--- config.mk ---
export PLATFORM = sky130hd
export DESIGN_NAME = i2mt_top
export DESIGN_NICKNAME = d
export VERILOG_FILES = /design/src/hw/i2mt_pkg.sv /design/src/hw/i2mt_bus_if.sv /design/src/hw/i2mt_baud.sv /design/src/hw/i2mt_top.sv
export SDC_FILE = /design/constraint.sdc
export NUM_CORES = 1
export LEC_CHECK = 0
export CAP_MARGIN = 20
export CELL_PAD_IN_SITES_DETAIL_PLACEMENT = 1
export CELL_PAD_IN_SITES_GLOBAL_PLACEMENT = 2
export CORE_ASPECT_RATIO = 0.9
export CORE_UTILIZATION = 40
export DETAILED_ROUTE_END_ITERATION = 8
export DONT_BUFFER_PORTS = 1
export GPL_TIMING_DRIVEN = 0
export PLACE_DENSITY = 0.82
export SLEW_MARGIN = 25
export SYNTH_ARGS = -nofsm -noshare
export SYNTH_HDL_FRONTEND = slang
export SYNTH_SLANG_ARGS = --single-unit
--- constraint.sdc ---
create_clock -name clk -period 7.5 [get_ports clk]
set_input_delay 0.75 -clock clk [delete_from_list [all_inputs] [get_ports clk]]
set_output_delay 0.75 -clock clk [all_outputs]
set_load 0.02 [all_outputs]
--- src/hw/i2mt_pkg.sv ---
// i2mt_pkg: constants shared by the i2c master transmit block
// assumes a 32-bit axi4-lite register bus and a 20 MHz system clock
package i2mt_pkg;
  // register byte offsets
  localparam logic [7:0] OFF_BUF = 8'h00;
  localparam logic [7:0] OFF_CTRL2 = 8'h04;
  localparam logic [7:0] OFF_STAT = 8'h08;
  localparam logic [7:0] OFF_BAUD = 8'h0C;
  localparam logic [7:0] OFF_IRQ = 8'h10;
  localparam logic [7:0] OFF_MASK = 8'h14;
  // control register 2 fields
  localparam int CTRL2_START = 0;
  localparam int CTRL2_RESTART = 1;
  localparam int CTRL2_STOP = 2;
  localparam int CTRL2_ACK_STATUS_BIT = 6;
  // status register fields
  localparam int STAT_FULL = 0;
  localparam int STAT_WRITE_COLLISION_FLAG = 7;
  // interrupt status fields
  localparam int IRQ_DONE = 0;
  localparam int IRQ_WRITE_COLLISION_FLAG = 1;
  localparam int IRQ_NACK = 2;
  localparam int IRQ_W = 3;
  // reset values
  localparam logic [7:0] BAUD_RST = 8'h09;
  localparam logic [IRQ_W-1:0] MASK_RST = 3'h0;
  // axi responses
  localparam logic [1:0] RESP_OKAY = 2'h0;
  localparam logic [1:0] RESP_SLVERR = 2'h2;
  // baud rollover width
  localparam int BAUD_W = 8;
endpackage

--- src/hw/i2mt_bus_if.sv ---
// i2mt_bus_if: register-file to protocol engine signals
// assumes one clock domain; the top drives ctl and the engine drives eng
`timescale 1ns/1ps
`default_nettype none
interface i2mt_bus_if;
  logic load;
  logic [7:0] data;
  logic start_req;
  logic stop_req;
  logic restart_req;
  logic [7:0] baud;
  logic busy;
  logic full;
  logic done;
  logic ack_stat;
  logic ack_valid;
  logic cond_clear;
  modport ctl (output load, data, start_req, stop_req, restart_req, baud,
    input busy, full, done, ack_stat, ack_valid, cond_clear);
  modport eng (input load, data, start_req, stop_req, restart_req, baud,
    output busy, full, done, ack_stat, ack_valid, cond_clear);
endinterface
`default_nettype wire

--- src/hw/i2mt_baud.sv ---
// i2mt_baud: baud rate rollover counter
// assumes run is held while a bus phase is timed; dropping run clears the count
`timescale 1ns/1ps
`default_nettype none
module i2mt_baud
  import i2mt_pkg::*;
#(
  parameter int W = i2mt_pkg::BAUD_W
) (
  // clock and reset
  input wire logic clk,
  input wire logic nrst,
  // control
  input wire logic run,
  input wire logic [W-1:0] period,
  // rollover pulse
  output logic tick
);
  logic [W-1:0] count;
  wire at_end = (count >= period);
  assign tick = run && at_end;
  always_ff @(posedge clk) begin
    if (!nrst || !run || at_end) begin
      count <= '0;
    end else begin
      count <= count + 1'b1;
    end
  end
endmodule
`default_nettype wire

--- src/hw/i2mt_top.sv ---
// i2mt_top: i2c master transmit path with axi4-lite registers
// assumes open-drain scl/sda with external pull-ups, 20 MHz clk
//
// Decided for this implementation: the register offsets and the AXI4-Lite interface to the registers.
`timescale 1ns/1ps
`default_nettype none
module i2mt_top
  import i2mt_pkg::*;
(
  // clock and reset
  input wire logic clk,
  input wire logic nrst,
  // axi4-lite write address
  input wire logic [7:0] s_axi_awaddr,
  input wire logic s_axi_awvalid,
  output logic s_axi_awready,
  // axi4-lite write data
  input wire logic [31:0] s_axi_wdata,
  input wire logic [3:0] s_axi_wstrb,
  input wire logic s_axi_wvalid,
  output logic s_axi_wready,
  // axi4-lite write response
  output logic [1:0] s_axi_bresp,
  output logic s_axi_bvalid,
  input wire logic s_axi_bready,
  // axi4-lite read address
  input wire logic [7:0] s_axi_araddr,
  input wire logic s_axi_arvalid,
  output logic s_axi_arready,
  // axi4-lite read data
  output logic [31:0] s_axi_rdata,
  output logic [1:0] s_axi_rresp,
  output logic s_axi_rvalid,
  input wire logic s_axi_rready,
  // i2c pins
  input wire logic scl_in,
  output logic scl_out,
  output logic scl_oe,
  input wire logic sda_in,
  output logic sda_out,
  output logic sda_oe,
  // interrupt
  output logic irq
);
  i2mt_bus_if bus ();

  // write channel: hold each side until both are present
  logic aw_held;
  logic w_held;
  logic [7:0] aw_addr;
  logic [31:0] w_data;
  logic [3:0] w_strb;
  assign s_axi_awready = !aw_held && !s_axi_bvalid;
  assign s_axi_wready = !w_held && !s_axi_bvalid;
  wire aw_go = s_axi_awvalid && s_axi_awready;
  wire w_go = s_axi_wvalid && s_axi_wready;
  wire have_aw = aw_held || aw_go;
  wire have_w = w_held || w_go;
  wire wr_fire = have_aw && have_w && !s_axi_bvalid;
  wire [7:0] wr_addr = aw_held ? aw_addr : s_axi_awaddr;
  wire [31:0] wr_data = w_held ? w_data : s_axi_wdata;
  wire [3:0] wr_strb = w_held ? w_strb : s_axi_wstrb;
  wire wr_lane0 = wr_strb[0];
  wire wr_buf = wr_fire && wr_lane0 && (wr_addr == OFF_BUF);
  wire wr_ctrl2 = wr_fire && wr_lane0 && (wr_addr == OFF_CTRL2);
  wire wr_stat = wr_fire && wr_lane0 && (wr_addr == OFF_STAT);
  wire wr_baud = wr_fire && wr_lane0 && (wr_addr == OFF_BAUD);
  wire wr_mask = wr_fire && wr_lane0 && (wr_addr == OFF_MASK);
  wire wr_known = (wr_addr == OFF_BUF) || (wr_addr == OFF_CTRL2) ||
    (wr_addr == OFF_STAT) || (wr_addr == OFF_BAUD) ||
    (wr_addr == OFF_IRQ) || (wr_addr == OFF_MASK);

  always_ff @(posedge clk) begin
    if (!nrst) begin
      aw_held <= 1'b0;
      w_held <= 1'b0;
      aw_addr <= 8'h00;
      w_data <= 32'h0000_0000;
      w_strb <= 4'h0;
      s_axi_bvalid <= 1'b0;
      s_axi_bresp <= RESP_OKAY;
    end else begin
      if (aw_go && !wr_fire) begin
        aw_held <= 1'b1;
        aw_addr <= s_axi_awaddr;
      end else if (wr_fire) begin
        aw_held <= 1'b0;
      end
      if (w_go && !wr_fire) begin
        w_held <= 1'b1;
        w_data <= s_axi_wdata;
        w_strb <= s_axi_wstrb;
      end else if (wr_fire) begin
        w_held <= 1'b0;
      end
      if (wr_fire) begin
        s_axi_bvalid <= 1'b1;
        s_axi_bresp <= wr_known ? RESP_OKAY : RESP_SLVERR;
      end else if (s_axi_bready) begin
        s_axi_bvalid <= 1'b0;
      end
    end
  end

  // software-visible registers
  logic [7:0] tx_buffer_reg;
  logic [7:0] baud_reg;
  logic [IRQ_W-1:0] irq_mask;
  logic [IRQ_W-1:0] irq_stat;
  logic write_collision_flag;
  logic start_cond_request;
  logic stop_cond_request;
  logic restart_cond_request;

  // a write during an active byte is dropped
  wire load_ok = wr_buf && !bus.busy;
  wire collide = wr_buf && bus.busy;

  always_ff @(posedge clk) begin
    if (!nrst) begin
      tx_buffer_reg <= 8'h00;
      baud_reg <= BAUD_RST;
      irq_mask <= MASK_RST;
      write_collision_flag <= 1'b0;
      start_cond_request <= 1'b0;
      stop_cond_request <= 1'b0;
      restart_cond_request <= 1'b0;
    end else begin
      if (load_ok) begin
        tx_buffer_reg <= wr_data[7:0];
      end
      if (wr_baud) begin
        baud_reg <= wr_data[7:0];
      end
      if (wr_mask) begin
        irq_mask <= wr_data[IRQ_W-1:0];
      end
      // only software clears it; a new collision beats the clear
      if (collide) begin
        write_collision_flag <= 1'b1;
      end else if (wr_stat && !wr_data[STAT_WRITE_COLLISION_FLAG]) begin
        write_collision_flag <= 1'b0;
      end
      // request bits self-clear when the condition completes
      if (wr_ctrl2 && !bus.busy) begin
        start_cond_request <= wr_data[CTRL2_START];
        restart_cond_request <= wr_data[CTRL2_RESTART];
        stop_cond_request <= wr_data[CTRL2_STOP];
      end else if (bus.cond_clear) begin
        start_cond_request <= 1'b0;
        restart_cond_request <= 1'b0;
        stop_cond_request <= 1'b0;
      end
    end
  end

  assign bus.load = load_ok;
  assign bus.data = wr_data[7:0];
  assign bus.start_req = start_cond_request;
  assign bus.stop_req = stop_cond_request;
  assign bus.restart_req = restart_cond_request;
  assign bus.baud = baud_reg;

  // read channel
  assign s_axi_arready = !s_axi_rvalid;
  wire rd_go = s_axi_arvalid && s_axi_arready;
  wire [7:0] ctrl2_val = {1'b0, bus.ack_stat, 3'b000, stop_cond_request,
    restart_cond_request, start_cond_request};
  wire [7:0] stat_val = {write_collision_flag, 6'b00_0000, bus.full};
  logic [31:0] rd_val;
  logic rd_known;
  always_comb begin
    rd_val = 32'h0000_0000;
    rd_known = 1'b1;
    case (s_axi_araddr)
      OFF_BUF: rd_val[7:0] = tx_buffer_reg;
      OFF_CTRL2: rd_val[7:0] = ctrl2_val;
      OFF_STAT: rd_val[7:0] = stat_val;
      OFF_BAUD: rd_val[7:0] = baud_reg;
      OFF_IRQ: rd_val[IRQ_W-1:0] = irq_stat;
      OFF_MASK: rd_val[IRQ_W-1:0] = irq_mask;
      default: rd_known = 1'b0;
    endcase
  end

  always_ff @(posedge clk) begin
    if (!nrst) begin
      s_axi_rvalid <= 1'b0;
      s_axi_rdata <= 32'h0000_0000;
      s_axi_rresp <= RESP_OKAY;
    end else if (rd_go) begin
      s_axi_rvalid <= 1'b1;
      s_axi_rdata <= rd_val;
      s_axi_rresp <= rd_known ? RESP_OKAY : RESP_SLVERR;
    end else if (s_axi_rready) begin
      s_axi_rvalid <= 1'b0;
    end
  end

  // sticky events; reading the interrupt status word clears it, new events win
  wire rd_irq = rd_go && (s_axi_araddr == OFF_IRQ);
  wire [IRQ_W-1:0] events;
  assign events[IRQ_DONE] = bus.done;
  assign events[IRQ_WRITE_COLLISION_FLAG] = collide;
  // the stored ack bit updates on this same edge, so look at the pin
  assign events[IRQ_NACK] = bus.ack_valid && sda_in;
  always_ff @(posedge clk) begin
    if (!nrst) begin
      irq_stat <= '0;
    end else begin
      irq_stat <= (rd_irq ? '0 : irq_stat) | events;
    end
  end
  assign irq = |(irq_stat & irq_mask);

  i2mt_engine u_engine (
    .clk(clk),
    .nrst(nrst),
    .bus(bus.eng),
    .scl_in(scl_in),
    .scl_out(scl_out),
    .scl_oe(scl_oe),
    .sda_in(sda_in),
    .sda_out(sda_out),
    .sda_oe(sda_oe)
  );
endmodule

// protocol engine: start, byte transmit, ack, stop and restart
module i2mt_engine
  import i2mt_pkg::*;
(
  // clock and reset
  input wire logic clk,
  input wire logic nrst,
  // register side
  i2mt_bus_if.eng bus,
  // i2c pins
  input wire logic scl_in,
  output logic scl_out,
  output logic scl_oe,
  input wire logic sda_in,
  output logic sda_out,
  output logic sda_oe
);
  typedef enum logic [3:0] {
    ST_IDLE, ST_ST_A, ST_ST_B, ST_BIT_LO, ST_BIT_HI, ST_ACK_LO, ST_ACK_HI,
    ST_HALT, ST_SP_A, ST_SP_B, ST_SP_C, ST_RS_A, ST_RS_B
  } i2mt_state_t;
  i2mt_state_t state;
  i2mt_state_t next_state;
  logic [7:0] shift_reg;
  logic [2:0] bit_cnt;
  logic scl_low;
  logic sda_low;
  logic ack_stat;
  logic buffer_full_flag;
  logic sda_pend;
  logic tick;

  wire run = (state != ST_IDLE) && (state != ST_HALT);
  i2mt_baud u_baud (
    .clk(clk),
    .nrst(nrst),
    .run(run),
    .period(bus.baud),
    .tick(tick)
  );

  always_comb begin
    next_state = state;
    case (state)
      ST_IDLE: begin
        if (bus.start_req) next_state = ST_ST_A;
      end
      ST_HALT: begin
        if (bus.load) begin
          next_state = ST_BIT_LO;
        end else if (bus.stop_req) begin
          next_state = ST_SP_A;
        end else if (bus.restart_req) begin
          next_state = ST_RS_A;
        end
      end
      ST_ST_A: if (tick) next_state = ST_ST_B;
      ST_ST_B: if (tick) next_state = ST_HALT;
      ST_BIT_LO: if (tick) next_state = ST_BIT_HI;
      ST_BIT_HI: begin
        if (tick) next_state = (bit_cnt == 3'd7) ? ST_ACK_LO : ST_BIT_LO;
      end
      ST_ACK_LO: if (tick) next_state = ST_ACK_HI;
      ST_ACK_HI: if (tick) next_state = ST_HALT;
      ST_SP_A: if (tick) next_state = ST_SP_B;
      ST_SP_B: if (tick) next_state = ST_SP_C;
      ST_SP_C: if (tick) next_state = ST_IDLE;
      ST_RS_A: if (tick) next_state = ST_RS_B;
      ST_RS_B: if (tick) next_state = ST_ST_A;
      default: next_state = ST_IDLE;
    endcase
  end

  always_ff @(posedge clk) begin
    if (!nrst) begin
      state <= ST_IDLE;
      shift_reg <= 8'h00;
      bit_cnt <= 3'd0;
      scl_low <= 1'b0;
      sda_low <= 1'b0;
      ack_stat <= 1'b0;
      buffer_full_flag <= 1'b0;
      sda_pend <= 1'b0;
    end else begin
      state <= next_state;
      case (state)
        // start: sda falls with scl high, then scl low after hold
        ST_IDLE: if (bus.start_req) sda_low <= 1'b1;
        ST_ST_A: if (tick) scl_low <= 1'b1;
        // load starts the byte at once, msb first
        ST_HALT: if (bus.load) begin
          shift_reg <= {bus.data[6:0], 1'b0};
          sda_low <= !bus.data[7];
          bit_cnt <= 3'd0;
          buffer_full_flag <= 1'b1;
        end else if (bus.stop_req) begin
          sda_low <= 1'b1;
        end else if (bus.restart_req) begin
          sda_low <= 1'b0;
        end
        // data set while scl low, released high after one period
        ST_BIT_LO: if (tick) scl_low <= 1'b0;
        ST_BIT_HI: if (tick) begin
          scl_low <= 1'b1;
          bit_cnt <= bit_cnt + 3'd1;
          sda_pend <= 1'b1;
        end
        ST_ACK_LO: if (tick) scl_low <= 1'b0;
        // sample at the ninth falling edge; 1 means no ack
        ST_ACK_HI: if (tick) begin
          scl_low <= 1'b1;
          ack_stat <= sda_in;
        end
        ST_SP_A: if (tick) scl_low <= 1'b0;
        ST_SP_B: if (tick) sda_low <= 1'b0;
        ST_RS_A: if (tick) scl_low <= 1'b0;
        // repeated start: sda falls while scl is still released
        ST_RS_B: if (tick) sda_low <= 1'b1;
        default: ;
      endcase
      // sda moves one clock after scl falls, so it keeps a hold time
      if (sda_pend) begin
        sda_pend <= 1'b0;
        if (bit_cnt == 3'd0) begin
          // eighth falling edge frees sda for the slave
          sda_low <= 1'b0;
          buffer_full_flag <= 1'b0;
        end else begin
          sda_low <= !shift_reg[7];
          shift_reg <= {shift_reg[6:0], 1'b0};
        end
      end
    end
  end

  // scl high phase lasts one rollover, counted from release
  // halted with scl low after the ninth clock
  wire byte_done = (state == ST_ACK_HI) && tick;
  wire start_done = (state == ST_ST_B) && tick;
  wire stop_done = (state == ST_SP_C) && tick;
  assign bus.done = byte_done || start_done || stop_done;
  assign bus.ack_valid = byte_done;
  assign bus.ack_stat = ack_stat;
  assign bus.full = buffer_full_flag;
  assign bus.busy = (state != ST_HALT) && (state != ST_IDLE);
  assign bus.cond_clear = start_done || stop_done;

  // open drain: only pull low, never drive high
  assign scl_out = 1'b0;
  assign sda_out = 1'b0;
  assign scl_oe = scl_low;
  assign sda_oe = sda_low;
endmodule
`default_nettype wire

## Yosys cells after proc, flatten, opt, wreduce, memory -nomap -nowiden

Cells that the tools add are included.

- Bits in registers: 87
- Latch bits: 0
- RAM bits: 0
- Memory bits (read-only): 0
- Input bits: 61
- Output and inout bits: 46
- Logic and storage cells: 209
- Memories: 0

- Add/sub/neg operators: 2
- Multiply operators: 0
- Div/mod/pow operators: 0
- Magnitude comparators: 1
- Eq/ne operators: 43
- Shifts and indexed selects: 0
- Mux-type cells: 60
- Bitwise logic cells: 4
- Reductions and logical operators: 72

Operators by type and width:

| cell | count |
|---|---|
| two-way mux 4 bit | 14 |
| two-way mux 8 bit | 6 |
| case mux 4 bit (12 select lines) | 1 |
| equality test 8 x 4 -> 1 bit, second input constant | 4 |
| equality test 8 x 5 -> 1 bit, second input constant | 4 |
| two-way mux 1 bit | 28 |
| logical AND 1 bit | 26 |
| != test 2 x 1 -> 1 bit, second input constant | 12 |
| equality test 4 bit, second input constant | 5 |
| case mux 5 bit (4 select lines) | 1 |
| case mux 3 bit (6 select lines) | 1 |
| equality test 4 x 3 -> 1 bit, second input constant | 4 |
| equality test 8 x 3 -> 1 bit, second input constant | 2 |
| zero test 8 bit | 2 |
| nonzero test 2 bit | 8 |
| logical OR 1 bit | 12 |
| two-way mux 3 bit | 4 |
| AND reduction 12 bit | 1 |
| zero test 1 bit | 9 |
| OR reduction 3 bit | 3 |
| adder 8 x 1 -> 8 bit, second input constant | 1 |
| equality test 4 x 2 -> 1 bit, second input constant | 2 |
| >= comparator 8 bit | 1 |
| != test 3 x 1 -> 1 bit, second input constant | 2 |
| 25 further kinds | 29 |

## Longest topological paths before layout

- Word-level depth: 13
- Mapped depth: 8
- Gate-level depth less buffers: 8

## Cells and area by module

Synthesis repeated with hierarchy kept, for this count alone.

- Cells, all modules: 523
- Area total of the unflattened synthesis: 4645.7 um^2

By module, submodules not included:

| module | instances | cells an instance | area an instance (um^2) | sequential area each (um^2) |
|---|---|---|---|---|
| i2mt_top | 1 | 314 | 2885.3 | 1141.1 |
| i2mt_engine | 1 | 150 | 1234.9 | 400.4 |
| i2mt_baud | 1 | 59 | 525.5 | 160.2 |

## Worst setup path before layout

Ideal clock, no wire load.

- Path type: input -> register
- Start point: input s_axi_awaddr[5]
- End point: register baud_reg[0]
- Setup time: 0.129 ns
- Data arrival time: 2.800 ns
- Data required time: 7.371 ns
- Setup slack: 4.572 ns
- Cell stages on the path: 7
- Path buffers: 1
- Path through: or4_4 > a2111oi_4 > nand2_4 > nor4_4 > buf_6 > mux2i_1 > nand2_1

- Word-level cells in the longest chain between the ends: 3

Ends and longest elaborated chain:

| item | line | text |
|---|---|---|
| start: declaration | i2mt_top.sv:14 | `input wire logic [7:0] s_axi_awaddr,` |
| two-way mux 8 bit | i2mt_top.sv:60 | `wire [7:0] wr_addr = aw_held ? aw_addr : s_axi_awaddr;` |
| equality test 8 x 4 -> 1 bit | i2mt_top.sv:67 | `wire wr_baud = wr_fire && wr_lane0 && (wr_addr == OFF_BAUD);` |
| logical AND 1 bit | i2mt_top.sv:67 |  |
| end signal: assignment | i2mt_top.sv:133 | `baud_reg <= wr_data[7:0];` |
| end: declaration | i2mt_top.sv:107 | `logic [7:0] baud_reg;` |

No other way between the ends.
A chain may end at the register's enable or synchronous reset.

## Worst setup path after layout

Same ends and word-level chain as after synthesis.

==> results_dict.tcl <==
set metrics [dict create \
    rsz0062_at_grt "false" \
    cts.repair.resized 0 \
    postSynthCellCount 524 \
    clockBufferDepth 2 \
    met2_usage 0.401 \
    hold_path.class "flop to flop" \
    finalNetCount 635 \
    synth_warnings 0 \
    vdd_drop_max_mv 0.175 \
    slowest_delay_ns 0.67 \
    fin_skew_ns 0.00527 \
    multi_input_comb_area_um2 2530 \
    cts_root_buffer "clkbuf_16" \
    period_share 0.387 \
    die_x_um 115 \
    yosysSeqAreaShare 0.373 \
    setup_viol 0 \
    cp_data_arrival_time_ns 3.11 \
    core_area_um2 10900 \
    maxSlewHeadroom 0.410 \
    rrSetupSlack_ns 4.72 \
    powerDensity_nw_per_um2 245 \
    dpl.hpwl_mm 9.53 \
    grt_overflow 0 \
    num-fill-cells 1306 \
    path_delay_family "simple AND/OR/NAND/NOR gates" \
    maxSlewViolCount 0 \
    drt_pass1_iterations 4 \
    grt_pass1_vias 3899 \
    die-area_um2 11800 \
    crit_path_start_kind "input port" \
    grt_use_total 0.228 \
    path_cells "or4_4 > a2111oi_4 > nand2_4 > nor4_4 > buf_6 > mux2i_1 > nand2_1" \
    avgSynthCellArea_um2 8.70 \
    syn_area_um2 4560 \
    clk-insertion-delay-late_ns 0.35 \
    start_util 0.417 \
    fin_area_um2 5180 \
    min_to "u_engine.u_baud.count[0]$_SDFF_PP0_" \
    groute.layer.met1.usage 0.273 \
    critical_path_buf_inv_count 1 \
    numCtsBuffers 9 \
    antenna_found_initial 0 \
    synth_flop_cell "dfxtp_1" \
    hp-start "u_engine.u_baud.count[0]$_SDFF_PP0_" \
    timing.rr.end "baud_reg[0]$_SDFFE_PN1P_" \
    synth_edf_count 0 \
    met3_usage 0.0711 \
    yosysUniqueCellTypes 65 \
    syn_to_final_growth_pct 13.7 \
    vias_per_cell 5.25 \
    routed_wl_mm 12.6 \
    clk_pin_slew_ns 0.06 \
    finalHoldViolCount 0 \
    top_usage_layer "met2" \
    slowest_stage "a2111oi_4" \
    wl_per_cell_um 17.5 \
    placed_cell_area_um2 4860 \
    setup-tns-final_ns 0 \
    htreeDepth 3 \
    max_freq_mhz 345 \
    hold_buffers 0 \
    maxCapViolations 0 \
    port_buffers 0 \
    worstRegToRegCells 7 \
    grt_start_max_net_pins 14 \
    antenna_cells 0 \
    timing.rr.start "aw_held$_SDFFE_PN0P_" \
    hold_depth 1 \
    cp.required_ns 7.71 \
    leakage_nw 2.05 \
    gp_congestion 0.795 \
    clock-sinks 85 \
    drtIter0Drc 184 \
    cts_tree "built" \
    fin_crit_ns 2.90 \
    fp-row-count 36 \
    worst_pin_slew_ns 0.860 \
    drt.antenna.violating_nets 0 \
    critPathKind "input port to flop" \
    chipHeight_um 103 \
    layout-drive-gt1-share 0.131 \
    cts_setup_buffers 0 \
    ios 107 \
    endpoint_kind "flop" \
    ys_ff_latch 85 \
    grt_pass1_wl_mm 20.1 \
    status "finished clean" \
    route.detailed.drc 0 \
    crit_path_max_fanout 10 \
    num_vias 3777 \
    area.sequential_um2 1700 \
    async_flop_share 0 \
]
[stage by stage]
stage / instances / total power, W / setup WS [ns] / utilization / hold WS, ns
3_5_place_dp: 703 / 0.000782 / 4.24 / 0.444 / 0.459
5_1_grt: 719 / 0.00133 / 4.53 / 0.474 / 0.483
3_3_place_gp: 703 / 0.000771 / 4.23 / 0.443 / 0.444
4_1_cts: 719 / 0.00128 / 4.60 / 0.474 / 0.474
6_report: 719 / 0.00127 / 4.60 / 0.474 / 0.472
2_1_floorplan: 551 / 0.000716 / 4.57 / - / 0.426
[cell usage in the layout (no fill, tap or decap), drive strengths merged, types with 3 or more instances in the layout]
cell type / synthesis / final
a311oi: 3 / 3
nor3: 11 / 11
inv: 29 / 29
xor2: 5 / 5
nand3: 19 / 19
a22o: 4 / 4
a31oi: 10 / 10
dfxtp: 85 / 85
mux2i: 42 / 42
clkbuf: 19 / 31
buf: 33 / 33
o21a: 4 / 4
or4: 4 / 4
a21oi: 23 / 23
nand2b: 6 / 6
a211oi: 18 / 18
conb: 1 / 28
and3: 6 / 6
mux2: 9 / 9
nand2: 31 / 31
and4: 3 / 3
nor2b: 4 / 4
nor2: 91 / 91
ha: 12 / 12
o22ai: 3 / 3
mux4: 3 / 3
o21ai: 10 / 10
nand4: 3 / 3
[cell type report]
class / count / share of cell area
well taps: 152 / 0.0367
flip-flops and latches: 85 / 0.328
clock buffers: 12 / 0.0495
plain buffers: 52 / 0.0637
multi-input cells: 385 / 0.487
clock inverters: 4 / 0.0135
inverters: 29 / 0.0210
[synthesized netlist by cell type, drive strengths merged (4+ instances only)]
| cell | instances | area share |
|---|---|---|
| a211oi | 18 | 0.031 |
| a21oi | 23 | 0.025 |
| a22o | 4 | 0.0077 |
| a31oi | 10 | 0.014 |
| and3 | 6 | 0.0082 |
| buf | 33 | 0.055 |
| clkbuf | 19 | 0.018 |
| dfxtp | 85 | 0.37 |
| ha | 12 | 0.033 |
| inv | 29 | 0.024 |
| mux2 | 9 | 0.022 |
| mux2i | 42 | 0.092 |
| nand2 | 31 | 0.027 |
| nand2b | 6 | 0.0082 |
| nand3 | 19 | 0.024 |
| nor2 | 91 | 0.076 |
| nor2b | 4 | 0.0055 |
| nor3 | 11 | 0.012 |
| o21a | 4 | 0.0066 |
| o21ai | 10 | 0.011 |
| or4 | 4 | 0.0074 |
| xor2 | 5 | 0.0096 |
[worst max path at each step]
| stage | to | cells past startpoint | slack (ns) | start |
|---|---|---|---|---|
| after CTS | baud_reg[0]$_SDFFE_PN1P_ | 7 | 4.60 | s_axi_awaddr[5] |
| final | baud_reg[0]$_SDFFE_PN1P_ | 7 | 4.60 | s_axi_awaddr[5] |
| after global placement | baud_reg[0]$_SDFFE_PN1P_ | 7 | 4.23 | s_axi_awaddr[5] |
| after global routing | baud_reg[0]$_SDFFE_PN1P_ | 7 | 4.53 | s_axi_awaddr[5] |
| after detailed placement | baud_reg[0]$_SDFFE_PN1P_ | 7 | 4.24 | s_axi_awaddr[5] |
| after floorplan | baud_reg[0]$_SDFFE_PN1P_ | 7 | 4.57 | s_axi_awaddr[5] |
[where the power goes]
group / internal (W) / switching (W)
Combinational: 0.0000955 / 0.000185
Sequential: 0.000473 / 0.0000237
Clock: 0.000309 / 0.000183
[cell families (layout without fill, tap and decap cells)]
family | after synthesis | count (layout) | share of synthesized area
and+or+nand+nor | 190 | 190 | 0.204
AOI/OAI and AO/OA | 94 | 94 | 0.150
DFF | 85 | 85 | 0.373
buffers and inverters | 81 | 97 | 0.0963
muxes | 54 | 54 | 0.129
adders and majority gates | 12 | 12 | 0.0329
xor gates and xnor gates | 7 | 7 | 0.0134
other | 1 | 28 | 0.000822
[worst register-to-register path: stages (launching register included)]
cell       delay [ns]
dfxtp_1          0.37
or4b_4           0.51
a2111oi_4        0.62
nand2_4          0.13
nor4_4           0.55
buf_6            0.23
mux2i_1          0.19
nand2_1          0.06
[per-layer routing]
layer / share of wire / routed length [um]
met1: 0.46 / 5820
met4: 0.0083 / 105
met5: 0 / 0
met3: 0.054 / 680
met2: 0.47 / 5970
No activity file was read; power rests on OpenSTA's default activity.
